### src/rtl/sbfm_params.svh
// Purpose: Constants for the safety block feedback monitor
// Assumes: 200 MHz system clock
// Notes: Times in their own unit, counts derived from the clock rate
`ifndef SBFM_PARAMS_SVH
`define SBFM_PARAMS_SVH
`define SBFM_CLK_MHZ 200
`define SBFM_GLITCH_US 500
`define SBFM_GLITCH_CYC (`SBFM_GLITCH_US * `SBFM_CLK_MHZ + 1)
`define SBFM_FB_DELAY_MS 20
`define SBFM_FB_DELAY_CYC (`SBFM_FB_DELAY_MS * 1000 * `SBFM_CLK_MHZ)
`define SBFM_SKEW_S 10
`define SBFM_SKEW_CYC (`SBFM_SKEW_S * 1000000 * `SBFM_CLK_MHZ)
`define SBFM_CODE_RUN 2'h0
`define SBFM_CODE_BLOCKED 2'h1
`define SBFM_CODE_ALARM 2'h2
`endif

### src/rtl/sbfm_pkg.sv
// Purpose: Types for the safety block feedback monitor
// Assumes: Constants live in sbfm_params.svh
// Notes: Gray coded states along the usual path
package sbfm_pkg;
  typedef enum logic [1:0]
  {
    SBFM_RUN = 2'h0,
    SBFM_ONE_OFF = 2'h1,
    SBFM_BLOCKED = 2'h3,
    SBFM_ALARM = 2'h2
  } sbfm_state_t;
  typedef logic [1:0] sbfm_code_t;
endpackage : sbfm_pkg

### src/rtl/sbfm_chan_filter.sv
// Purpose: Synchronise and deglitch one blocking request channel
// Assumes: Channel high means ON (normal operation)
// Notes: OFF must persist longer than the glitch time to be accepted
`include "sbfm_params.svh"
module sbfm_chan_filter #(
  parameter int GLITCH_CYC = `SBFM_GLITCH_CYC
) (
  input wire logic sys_clk,
  input wire logic resetn,
  input wire logic chan_in,
  output logic chan_on_q
);
  logic meta_q;
  logic sync_q;
  logic [17:0] off_cnt_q;

  // ----------------------------------------
  // Two-stage synchroniser
  // ----------------------------------------
  always_ff @(posedge sys_clk or negedge resetn)
    if (!resetn)
    begin
      meta_q <= 1'b0;
      sync_q <= 1'b0;
    end
    else
    begin
      meta_q <= chan_in;
      sync_q <= meta_q;
    end

  // ----------------------------------------
  // Off filter: ON is taken at once, OFF after the glitch time
  // ----------------------------------------
  always_ff @(posedge sys_clk or negedge resetn)
    if (!resetn)
    begin
      off_cnt_q <= 18'h0;
      chan_on_q <= 1'b0;
    end
    else if (sync_q)
    begin
      off_cnt_q <= 18'h0;
      chan_on_q <= 1'b1;
    end
    else if (off_cnt_q >= 18'(GLITCH_CYC - 1))
      chan_on_q <= 1'b0;
    else
      off_cnt_q <= off_cnt_q + 18'h1;
endmodule : sbfm_chan_filter

### src/rtl/sbfm_monitor.sv
// Purpose: Feedback monitor for two-channel hardwired current blocking
// Assumes: Inputs asynchronous, synchronised per channel; high on a channel means ON (normal)
// Notes: Powers up blocked; no software registers
`include "sbfm_params.svh"
module sbfm_monitor #(
  parameter int SKEW_CYC = `SBFM_SKEW_CYC
) (
  input wire logic sys_clk,
  input wire logic resetn,
  input wire logic block_request_a,
  input wire logic block_request_b,
  output logic feedback_monitor_out,
  output logic motor_power_enable,
  output sbfm_pkg::sbfm_code_t display_code,
  output logic [1:0] safety_input_status_monitor,
  output logic input_timing_alarm
);
  import sbfm_pkg::*;

  logic [1:0] chan_raw;
  logic [1:0] chan_on;
  logic a_on;
  logic b_on;
  logic both_on;
  logic both_off;
  logic one_off;
  logic [31:0] skew_cnt_q;
  sbfm_state_t state_q;
  sbfm_state_t state_d;

  // ----------------------------------------
  // Decoding shared by several outputs
  // ----------------------------------------
  function automatic logic is_alarm(input sbfm_state_t s);
    is_alarm = (s == SBFM_ALARM);
  endfunction : is_alarm

  function automatic logic may_run(input sbfm_state_t s, input logic both);
    may_run = both && (s == SBFM_RUN);
  endfunction : may_run

  // Alarm outranks the blocked code so a stuck channel stays visible
  function automatic sbfm_code_t code_of(input sbfm_state_t s, input logic off2);
    if (is_alarm(s))
      code_of = `SBFM_CODE_ALARM;
    else if (off2)
      code_of = `SBFM_CODE_BLOCKED;
    else
      code_of = `SBFM_CODE_RUN;
  endfunction : code_of

  // ----------------------------------------
  // Channel conditioning
  // ----------------------------------------
  assign chan_raw = {block_request_b, block_request_a};

  genvar gi;
  for (gi = 0; gi < 2; gi++)
  begin : g_chan
    sbfm_chan_filter u_filt (
      .sys_clk(sys_clk),
      .resetn(resetn),
      .chan_in(chan_raw[gi]),
      .chan_on_q(chan_on[gi])
    );
  end

  assign a_on = chan_on[0];
  assign b_on = chan_on[1];
  assign both_on = a_on && b_on;
  assign both_off = !a_on && !b_on;
  assign one_off = a_on ^ b_on;

  // ----------------------------------------
  // Skew timer for a single channel off
  // ----------------------------------------
  // Saturates so a long single-off cannot wrap back under the limit
  always_ff @(posedge sys_clk or negedge resetn)
    if (!resetn)
    begin
      skew_cnt_q <= 32'h0;
    end
    else if (!one_off)
    begin
      skew_cnt_q <= 32'h0;
    end
    else if (skew_cnt_q < 32'(SKEW_CYC))
    begin
      skew_cnt_q <= skew_cnt_q + 32'h1;
    end

  // ----------------------------------------
  // State machine
  // ----------------------------------------
  // Any channel dropping leaves RUN at once
  always_comb
  begin
    state_d = state_q;
    case (state_q)
      SBFM_RUN:
      begin
        if (both_off)
          state_d = SBFM_BLOCKED;
        else if (one_off)
          state_d = SBFM_ONE_OFF;
      end
      SBFM_ONE_OFF:
      begin
        if (both_off)
          state_d = SBFM_BLOCKED;
        else if (!one_off)
          state_d = SBFM_RUN;
        else if (skew_cnt_q >= 32'(SKEW_CYC))
          state_d = SBFM_ALARM;
      end
      SBFM_BLOCKED:
      begin
        if (both_on)
          state_d = SBFM_RUN;
        else if (one_off)
          state_d = SBFM_ONE_OFF;
      end
      SBFM_ALARM:
      begin
        // Alarm is latched until resetn is asserted
        state_d = SBFM_ALARM;
      end
      default:
      begin
        state_d = SBFM_BLOCKED;
      end
    endcase
  end

  // ----------------------------------------
  // State register
  // ----------------------------------------
  // Powers up blocked, so an open jumper never lets current flow
  always_ff @(posedge sys_clk or negedge resetn)
    if (!resetn)
    begin
      state_q <= SBFM_BLOCKED;
    end
    else
    begin
      state_q <= state_d;
    end

  // ----------------------------------------
  // Feedback and motor power
  // ----------------------------------------
  always_ff @(posedge sys_clk or negedge resetn)
    if (!resetn)
    begin
      feedback_monitor_out <= 1'b0;
    end
    else
    begin
      feedback_monitor_out <= both_off;
    end

  always_ff @(posedge sys_clk or negedge resetn)
    if (!resetn)
    begin
      motor_power_enable <= 1'b0;
    end
    else
    begin
      motor_power_enable <= may_run(state_d, both_on);
    end

  // ----------------------------------------
  // Display and alarm
  // ----------------------------------------
  always_ff @(posedge sys_clk or negedge resetn)
    if (!resetn)
    begin
      display_code <= `SBFM_CODE_BLOCKED;
    end
    else
    begin
      display_code <= code_of(state_d, both_off);
    end

  always_ff @(posedge sys_clk or negedge resetn)
    if (!resetn)
    begin
      input_timing_alarm <= 1'b0;
    end
    else
    begin
      input_timing_alarm <= is_alarm(state_d);
    end

  // ----------------------------------------
  // Status monitor
  // ----------------------------------------
  always_ff @(posedge sys_clk or negedge resetn)
    if (!resetn)
    begin
      safety_input_status_monitor <= 2'h0;
    end
    else
    begin
      safety_input_status_monitor <= {b_on, a_on};
    end
endmodule : sbfm_monitor

### config.mk
export PLATFORM = sky130hd
export DESIGN_NAME = sbfm_monitor
export DESIGN_NICKNAME = d
export VERILOG_FILES = /design/src/rtl/sbfm_pkg.sv /design/src/rtl/sbfm_chan_filter.sv /design/src/rtl/sbfm_monitor.sv
export VERILOG_INCLUDE_DIRS = /design/src /design/src/rtl
export SDC_FILE = /design/constraint.sdc
export NUM_CORES = 1
export LEC_CHECK = 0
export ABC_AREA = 1
export BUFFER_PORTS_ARGS = -buffer_cell sky130_fd_sc_hd__buf_2
export CORE_MARGIN = 2
export CORE_UTILIZATION = 50
export DETAILED_ROUTE_END_ITERATION = 10
export PLACE_DENSITY_LB_ADDON = 0.08
export SLEW_MARGIN = 20
export SYNTH_ARGS = -nofsm -noshare
export SYNTH_HDL_FRONTEND = slang
export SYNTH_SLANG_ARGS = --single-unit
### constraint.sdc
create_clock -name sys_clk -period 2.5 [get_ports sys_clk]
set_input_delay 0.25 -clock sys_clk [delete_from_list [all_inputs] [get_ports sys_clk]]
set_output_delay 0.25 -clock sys_clk [all_outputs]
set_load 0.05 [all_outputs]
# ---- Word level (Yosys, flattened, before mapping)
# Index checks and enable logic that the tools add are counted.
dict set report op_classes {
  n_mux 19
  addsub 3
  reduce_logical 9
  n_lt_le_gt_ge 4
  eq_ne 7
  n_bitwise 1
}
# operator count
set op_table {}
lappend op_table {{$mux W18} 4}
lappend op_table {{$mux W32} 2}
lappend op_table {{$add A18 B1 Y18 const B} 2}
lappend op_table {{$ge A18 B17 Y1 const B} 2}
lappend op_table {{$add A32 B1 Y32 const B} 1}
lappend op_table {{$ge A32 B31 Y1 const B} 1}
lappend op_table {{$lt A32 B31 Y1 const B} 1}
lappend op_table {{$mux W2} 7}
lappend op_table {{$pmux W2 S4} 1}
lappend op_table {{$eq A2 B2 Y1 const B} 3}
lappend op_table {{$ne A2 B1 Y1 const B} 3}
lappend op_table {{$mux W1} 5}
lappend op_table {{$logic_not A2 Y1} 2}
lappend op_table {{$reduce_bool A2 Y1} 2}
lappend op_table {{$logic_and A1 B1 Y1} 3}
lappend op_table {{$eq A2 B1 Y1 const B} 1}
lappend op_table {{$logic_not A1 Y1} 2}
lappend op_table {{$xor A1 B1 Y1} 1}
dict set report word_totals {
  elab_cells 58
  inputBits 4
  ff_bits 83
  out_inout_bits 7
}

# ---- Logic depth before layout (Yosys ltp)
# Gate-level depths: netlist of the first run.
dict set report depth {
  ltp_word 7
  mapped_depth 11
  depth_no_buf 11
}

# ---- By module
# Synthesis of the first run repeated with hierarchy kept, for this count alone.
dict set report unflattened {
  cells_unflattened 681
  area_unflattened_um2 5271.3
}
# module cells_each area_per_inst_um2 n_inst seq_area_each_um2
set modules_own_cells {}
lappend modules_own_cells {sbfm_chan_filter 163 1373.8 2 525.5}
lappend modules_own_cells {sbfm_monitor 355 2523.7 1 1004.7}

# ---- Worst setup path after synthesis of the first run
# No wires, ideal clock.
dict set report synth_path {
  path_type {register to register}
  startpoint {register skew_cnt_q[0]}
  endpoint {register skew_cnt_q[22]}
  path_buffers 0
  setup_ps 117
  synth_period_minus_slack_ps 1544
  arrival_ps 1428
  stages_incl_launch_ff 11
  path_slack_ps 956
  path_cell_list {dfrtp_1 ha_1 nand3_4 nor2_4 nand2_2 nor2_2 nand4_1 nor2_2 nand2_1 nor2_1 nor2_1}
}
dict set report synth_via {
  elab_chain_cells 3
}
# element line_no
set synth_lines {}
lappend synth_lines {{start: declaration} sbfm_monitor.sv:27} ;# logic [31:0] skew_cnt_q;
lappend synth_lines {{start signal: assignment} sbfm_monitor.sv:89} ;# skew_cnt_q <= skew_cnt_q + 32'h1;
lappend synth_lines {{$add A32 B1 Y32} sbfm_monitor.sv:89}
lappend synth_lines {{$mux W32} sbfm_monitor.sv:87} ;# else if (skew_cnt_q < 32'(SKEW_CYC))
lappend synth_lines {{$mux W32} sbfm_monitor.sv:83} ;# else if (!one_off)
# Several ways; a longest one is shown, not always the timed one. The select of a mux whose other input is x is not followed.
# A chain may end at the register's enable or synchronous reset.

# ---- Worst setup path after layout of the first run
dict set report layout_path {
  startpoint {register g_chan[0].u_filt.off_cnt_q[14]}
  endpoint {register g_chan[0].u_filt.off_cnt_q[8]}
}
dict set report layout_via {
  elab_chain_cells 2
}
# element line_no
set layout_lines {}
lappend layout_lines {{start: declaration} sbfm_chan_filter.sv:15} ;# logic [17:0] off_cnt_q;
lappend layout_lines {{start signal: assignment} sbfm_chan_filter.sv:49} ;# off_cnt_q <= off_cnt_q + 18'h1;
lappend layout_lines {{$ge A18 B17 Y1} sbfm_chan_filter.sv:46} ;# else if (off_cnt_q >= 18'(GLITCH_CYC - 1))
lappend layout_lines {{$ne A2 B1 Y1 (no line)} --}
# Every way passes these cells.

==> results of run 1 <==
-- per-stage QoR --
step	power (uW)	hold WS, ns	setup WS (ns)	std cells
floorplan	1520	-0.0456	0.956	658
global placement	1570	0.233	0.621	789
detailed placement	1570	0.240	0.562	789
CTS	2480	0.359	0.553	808
global route	2530	0.362	0.334	808
finish	2450	0.357	0.566	808
-- power by group --
group / total, uW / leakage [uW] / internal (uW) / switching (uW)
Combinational: 165 / 0.00102 / 36.2 / 129
Clock: 905 / 0.0000818 / 366 / 540
Sequential: 1380 / 0.00110 / 1360 / 23.5
-- state kept, by name (all words and copies together) (netlist names) --
name                         flops
motor_power_enable               1
g_chan.u_filt.meta_q             2
feedback_monitor_out             1
skew_cnt_q                      32
state_q                          2
g_chan.u_filt.off_cnt_q         36
safety_input_status_monitor      2
display_code                     2
g_chan.u_filt.sync_q             2
g_chan.u_filt.chan_on_q          2
-- worst max-delay path, stage by stage, from the launching register on --
cell     delay [ns]
dfrtp_1        0.43
nor4_1         0.39
nand3_1        0.15
nand2_2        0.29
nand2_1        0.24
inv_2          0.20
nand2_1        0.07
o31ai_1        0.07
-- routing by layer --
layer,share of wire [%],vias to the layer above,GRT usage (%)
li1,-,2181,-
met1,46,2006,29.6
met2,49,101,37.8
met3,3.8,17,2.96
met4,1.6,0,7.92
met5,0,-,0
-- cell families after synthesis --
| group | count (synthesis) | synth area share (%) |
|---|---|---|
| xor+xnor | 25 | 4.41 |
| flops | 82 | 41.4 |
| compound gates | 91 | 10.6 |
| fa+ha+maj | 8 | 2.01 |
| simple gates | 348 | 32.5 |
| buf+inv | 104 | 9.19 |
-- area by class of cell --
class | instances | area [um2] | area share (%)
inverter | 90 | 345 | 6.50
multi-input combinational | 472 | 2460 | 46.3
tap | 133 | 166 | 3.13
timing repair buffer | 15 | 110 | 2.07
clock inverter | 7 | 53.8 | 1.01
sequential | 82 | 2060 | 38.7
clock buffer | 9 | 124 | 2.33
-- worst max path at each step --
| stage | from | end | slack (ns) | cells after the start |
|---|---|---|---|---|
| 5_1_grt | g_chan[0].u_filt.off_cnt_q[14]$_DFFE_PN0P_ | g_chan[0].u_filt.off_cnt_q[12]$_DFFE_PN0P_ | 0.33 | 7 |
| 3_3_place_gp | skew_cnt_q[18]$_DFFE_PN0P_ | skew_cnt_q[8]$_DFFE_PN0P_ | 0.62 | 10 |
| 6_report | g_chan[0].u_filt.off_cnt_q[14]$_DFFE_PN0P_ | g_chan[0].u_filt.off_cnt_q[8]$_DFFE_PN0P_ | 0.57 | 7 |
| 3_5_place_dp | g_chan[0].u_filt.off_cnt_q[14]$_DFFE_PN0P_ | g_chan[0].u_filt.off_cnt_q[12]$_DFFE_PN0P_ | 0.56 | 7 |
| 4_1_cts | g_chan[0].u_filt.off_cnt_q[14]$_DFFE_PN0P_ | g_chan[0].u_filt.off_cnt_q[8]$_DFFE_PN0P_ | 0.55 | 7 |
| 2_1_floorplan | skew_cnt_q[0]$_DFFE_PN0P_ | skew_cnt_q[22]$_DFFE_PN0P_ | 0.96 | 10 |
-- repair_timing --
| item | CTS | global route |
|---|---|---|
| endpoints found under the hold margin | 35 | 0 |
| hold buffers | 3 | 0 |
| buffers inserted | 0 | 0 |
-- layout by cell type, fill, tap and decap left out, drive strengths merged --
master / synthesis / routed
buf: 10 / 12
dfrtp: 79 / 79
clkinv: 1 / 4
nand3b: 1 / 1
clkbuf: 4 / 9
inv: 89 / 90
xor2: 24 / 24
nand2: 151 / 151
nand3: 55 / 55
ha: 8 / 8
xnor2: 1 / 1
dfstp: 3 / 3
a31oi: 2 / 2
nor3: 32 / 32
clkinvlp: 0 / 3
and3: 1 / 1
nand4: 23 / 23
nor3b: 1 / 1
nor4: 5 / 5
nor2: 78 / 78
or2: 1 / 1
o211ai: 1 / 1
a21oi: 14 / 14
a22oi: 1 / 1
o21bai: 1 / 1
o21ai: 57 / 57
dlygate4sd3: 0 / 3
o31ai: 15 / 15
==> flow_metrics.py, run 1 <==
metrics = {
    "synth": {
        "avgSynthCellArea_um2": 7.55,
        "yosys-top-cells-area": "dfrtp_1 (40%), nand2_1 (11%), inv_1 (6.2%)",
        "synthDominantCellAreaShare_pct": 39.8,
        "syn_inst": 658,
        "synth_area_leader_cell": "dfrtp_1",
        "synth.distinct_cells": 43,
        "synthesis.nets": 670,
        "ys_warn_count": 0,
        "yosysMostFrequentCell": "nand2_1",
        "synth-seq-cells": 82,
        "ys_top_cells_by_count": "nand2_1 (143), inv_1 (82), dfrtp_1 (79)",
        "synthFlopType": "dfrtp_1",
        "ys_seq_area_share_pct": 41.4,
        "syn_area_mm2": 0.00497,
        "synth_edf_count": 0,
        "synthArstFlopShare_pct": 100,
    },
    "die": {
        "io_pins": 11,
        "dieHeight_um": 104,
        "start_util_pct": 51.1,
        "core_mm2": 0.00973,
        "die_w_um": 104,
        "row_count": 36,
        "die_area_mm2": 0.0108,
    },
    "worst_setup_path": {
        "worstRegToRegCells": 7,
        "crit_required_ns": 2.77,
        "r2r_start": "g_chan[0].u_filt.off_cnt_q[14]$_DFFE_PN0P_",
        "crit_arrival_ns": 2.20,
        "end_kind": "flop",
        "cp-start-kind": "flop",
        "cp_max_fo": 15,
        "ff2ff_setup_slack_ns": 0.57,
        "path_class": "flop to flop",
        "r2r_end": "g_chan[0].u_filt.off_cnt_q[8]$_DFFE_PN0P_",
    },
    "place": {
        "place_area_mm2": 0.00510,
        "gp_congestion": 0.895,
        "dp_hpwl_um": 8170,
        "io_buffers": 10,
    },
    "drt": {
        "num_vias": 4305,
        "wl_per_cell_um": 14.1,
        "drc_errors": 0,
        "vias_per_cell": 5.33,
        "drt-total-wl_um": 11400,
        "drtIter0Drc": 189,
        "antenna_left": 0,
        "drt_pre_antenna_iters": 7,
    },
    "clock_tree": {
        "cts_buffer_depth": 2,
        "cts.htree.levels": 3,
        "ctsRootBufferMaster": "clkbuf_8",
        "cts_sinks": 82,
        "cts_tree": "built",
        "clkLatencyLatePin_ns": 0.37,
        "cts_resized": 0,
        "cts_made_buffers": 9,
        "path_clk_slew_ns": 0.09,
    },
    "timing": {
        "tightest_slew_ns": 0.473,
        "fin_worst_skew_ns": 0.0169,
        "drv_slew": 0,
        "final-hold-violation-count": 0,
        "fin_crit_sh_pct": 77.4,
        "rsz0062_at_grt": "no",
        "fmax_mhz": 517,
        "slew_headroom_pct": 68.2,
        "setup_viol": 0,
        "tns_ns": 0,
        "final.min_clock_period_ns": 1.93,
    },
    "layout": {
        "diodes": 0,
        "nNetsFinal": 682,
        "utilization_pct": 54.6,
        "num-fill-cells": 912,
        "syn_to_final_growth_pct": 6.90,
        "finalInstanceArea_mm2": 0.00531,
        "drive_gt1_share_pct": 10.1,
    },
    "global_route": {
        "overflow": 0,
        "grt_usage_pct": 22.4,
        "grt_pass1_wl_um": 19800,
        "antenna_found_initial": 0,
        "grt_pass1_vias": 4182,
        "grt_max_degree": 50,
    },
    "pwr": {
        "power.density_mw_per_mm2": 461,
        "power.leakage_uw": 0.00220,
        "ir_drop_mv": 0.370,
    },
    "worst_hold_path": {
        "worstHoldStart": "g_chan[0].u_filt.meta_q$_DFF_PN0_",
        "hold_path.class": "flop to flop",
        "whs_endpoint": "g_chan[0].u_filt.sync_q$_DFF_PN0_",
        "whs_path_depth": 0,
    },
    "outcome": {
        "status": "complete, no violations",
    },
    "job": {
        "drv_cap": 0,
    },
}
No activity file was read; power rests on OpenSTA's default activity.
==> run 2, diff against run 1 <==
- clock period: 2.5 -> 1.9 ns (I/O delays scaled with it)
==> run 2 against run 1 <==
Setup slack worse by 0.46 ns. Global-route usage grew 0.51 points. Non-clock buffer count increased by 17. Register-to-register slack got worse by 0.46 ns. Utilization up 2.3 points. First-iteration DRC count rose by 4.8%. Clock power increased by 41%. Sequential power is 32% higher. Clock skew down 0.0087 ns.
==> flow_metrics.py, run 2 (synthesis results as in run 1) <==
metrics = {
    "outcome": {
        "status": "complete, no violations",
    },
    "drt": {
        "drt_pre_antenna_iters": 5,
        "drtIter0Drc": 198,
        "drt-total-wl_um": 11800,
        "wl_per_cell_um": 14.3,
        "vias_per_cell": 5.40,
        "num_vias": 4457,
        "antenna_left": 0,
        "drc_errors": 0,
    },
    "worst_setup_path": {
        "cp_slowest_cell": "dfrtp_1",
        "path_class": "flop to flop",
        "ff2ff_setup_slack_ns": 0.11,
        "worstRegToRegCells": 8,
        "critical_path.most_common_cell": "nand2_1",
        "path_cells": "nand2_1, inv_1, nand2_1, nor2_4, a21oi_4, nand2_8, buf_4, o31ai_1",
        "crit_arrival_ns": 2.02,
        "critical-path-top-delay-family": "compound AO/OA/AOI/OAI gates",
        "path_buf_inv": 2,
        "cp-start-kind": "flop",
        "crit_required_ns": 2.13,
        "cp.depth": 8,
        "cp_max_fo": 5,
        "cpPeakStageDelay_ns": 0.42,
        "end_kind": "flop",
    },
    "layout": {
        "syn_to_final_growth_pct": 11.3,
        "nNetsFinal": 700,
        "final_common_cell": "nand2_1",
        "final_cell_count_no_fill": 826,
        "largestRegisters": "g_chan.u_filt.off_cnt_q (36), skew_cnt_q (32)",
        "num-fill-cells": 926,
        "drive_gt1_share_pct": 12.7,
        "layout_common_cells": "nand2_1 (143), inv_1 (82), dfrtp_1 (78)",
        "top_register": "g_chan.u_filt.off_cnt_q",
        "finalInstanceArea_mm2": 0.00553,
        "largest_register_ffs": 36,
        "diodes": 0,
    },
    "clock_tree": {
        "cts_buffer_depth": 2,
        "cts.htree.levels": 3,
        "cts_tree": "built",
        "cts_sinks": 82,
        "ctsRootBufferMaster": "clkbuf_8",
        "path_clk_slew_ns": 0.08,
        "clkLatencyLatePin_ns": 0.36,
        "cts_made_buffers": 9,
    },
    "global_route": {
        "grt_usage_pct": 22.9,
        "grt_pass1_wl_um": 20100,
        "overflow": 0,
        "grt_max_degree": 55,
        "grt_pass1_vias": 4250,
        "antenna_found_initial": 0,
    },
    "job": {
        "drv_cap": 0,
    },
    "die": {
        "dieHeight_um": 104,
        "die_w_um": 104,
        "row_count": 36,
        "die_area_mm2": 0.0108,
        "io_pins": 11,
        "core_mm2": 0.00973,
        "start_util_pct": 51.1,
    },
    "timing": {
        "fin_worst_skew_ns": 0.00818,
        "tightest_slew_ns": 0.418,
        "fin_ws_ns": 0.105,
        "fin_crit_sh_pct": 94.5,
        "drv_slew": 0,
        "slew_headroom_pct": 72.1,
        "final-hold-violation-count": 0,
        "final.min_clock_period_ns": 1.79,
        "setup_viol": 0,
        "tns_ns": 0,
        "fmax_mhz": 557,
        "whs_ns": 0.298,
        "rsz0062_at_grt": "no",
    },
    "place": {
        "dp_cells": 802,
        "place_area_mm2": 0.00522,
        "io_buffers": 10,
        "dp_hpwl_um": 8650,
        "gp_congestion": 0.926,
        "post-place-ws_ns": 0.101,
    },
    "pwr": {
        "ir_drop_mv": 0.531,
        "power.leakage_uw": 0.00229,
        "power.density_mw_per_mm2": 599,
    },
    "worst_hold_path": {
        "hold_path.class": "input port to async pin",
    },
}
[run 2: metrics by stage]
| step | util [%] | total power, uW |
|---|---|---|
| 2_1_floorplan | - | 1990 |
| 3_5_place_dp | 53.6 | 2070 |
| 6_report | 56.9 | 3310 |
| 3_3_place_gp | 53.6 | 2070 |
| 5_1_grt | 56.9 | 3460 |
| 4_1_cts | 55.9 | 3350 |
[run 2: final cells by class]
type / count / area, um2 / area share (%)
timing repair buffer: 32 / 250 / 4.52
tap: 133 / 166 / 3.01
inverter: 90 / 348 / 6.29
clock buffer: 10 / 128 / 2.31
multi-input combinational: 473 / 2520 / 45.5
clock inverter: 6 / 66.3 / 1.20
sequential: 82 / 2060 / 37.2
[run 2: worst paths after layout]
kind	start	endpoint
setup / recovery	skew_cnt_q[25]$_DFFE_PN0P_	skew_cnt_q[27]$_DFFE_PN0P_
hold / removal	resetn	skew_cnt_q[2]$_DFFE_PN0P_
setup reg to reg	skew_cnt_q[25]$_DFFE_PN0P_	skew_cnt_q[27]$_DFFE_PN0P_
hold reg to reg	g_chan[0].u_filt.meta_q$_DFF_PN0_	g_chan[0].u_filt.sync_q$_DFF_PN0_
max in group asynchronous	resetn	skew_cnt_q[17]$_DFFE_PN0P_
min in group sys_clk	g_chan[0].u_filt.meta_q$_DFF_PN0_	g_chan[0].u_filt.sync_q$_DFF_PN0_
[run 2: layer usage]
layer  GRT usage, %  wire, um  vias to the layer above
li1               -         -                     2220
met2           37.6      5800                      115
met5              0         0                        -
met4           7.53       231                        0
met3           4.78       604                       23
met1           30.3      5210                     2099
[run 2: what timing repair did]
item	4_1_cts	5_1_grt
setup endpoints to repair	0	19
endpoints found under the hold margin	27	0
resized for setup	0	9
setup buffers	0	4
hold buffers	3	0
[run 2: power by group]
| part | switching (uW) | leakage [uW] | total [uW] | internal (uW) |
|---|---|---|---|---|
| combinational | 170 | 0.00111 | 221 | 50.1 |
| sequential | 31.6 | 0.00109 | 1820 | 1790 |
| clock | 667 | 0.0000889 | 1280 | 610 |
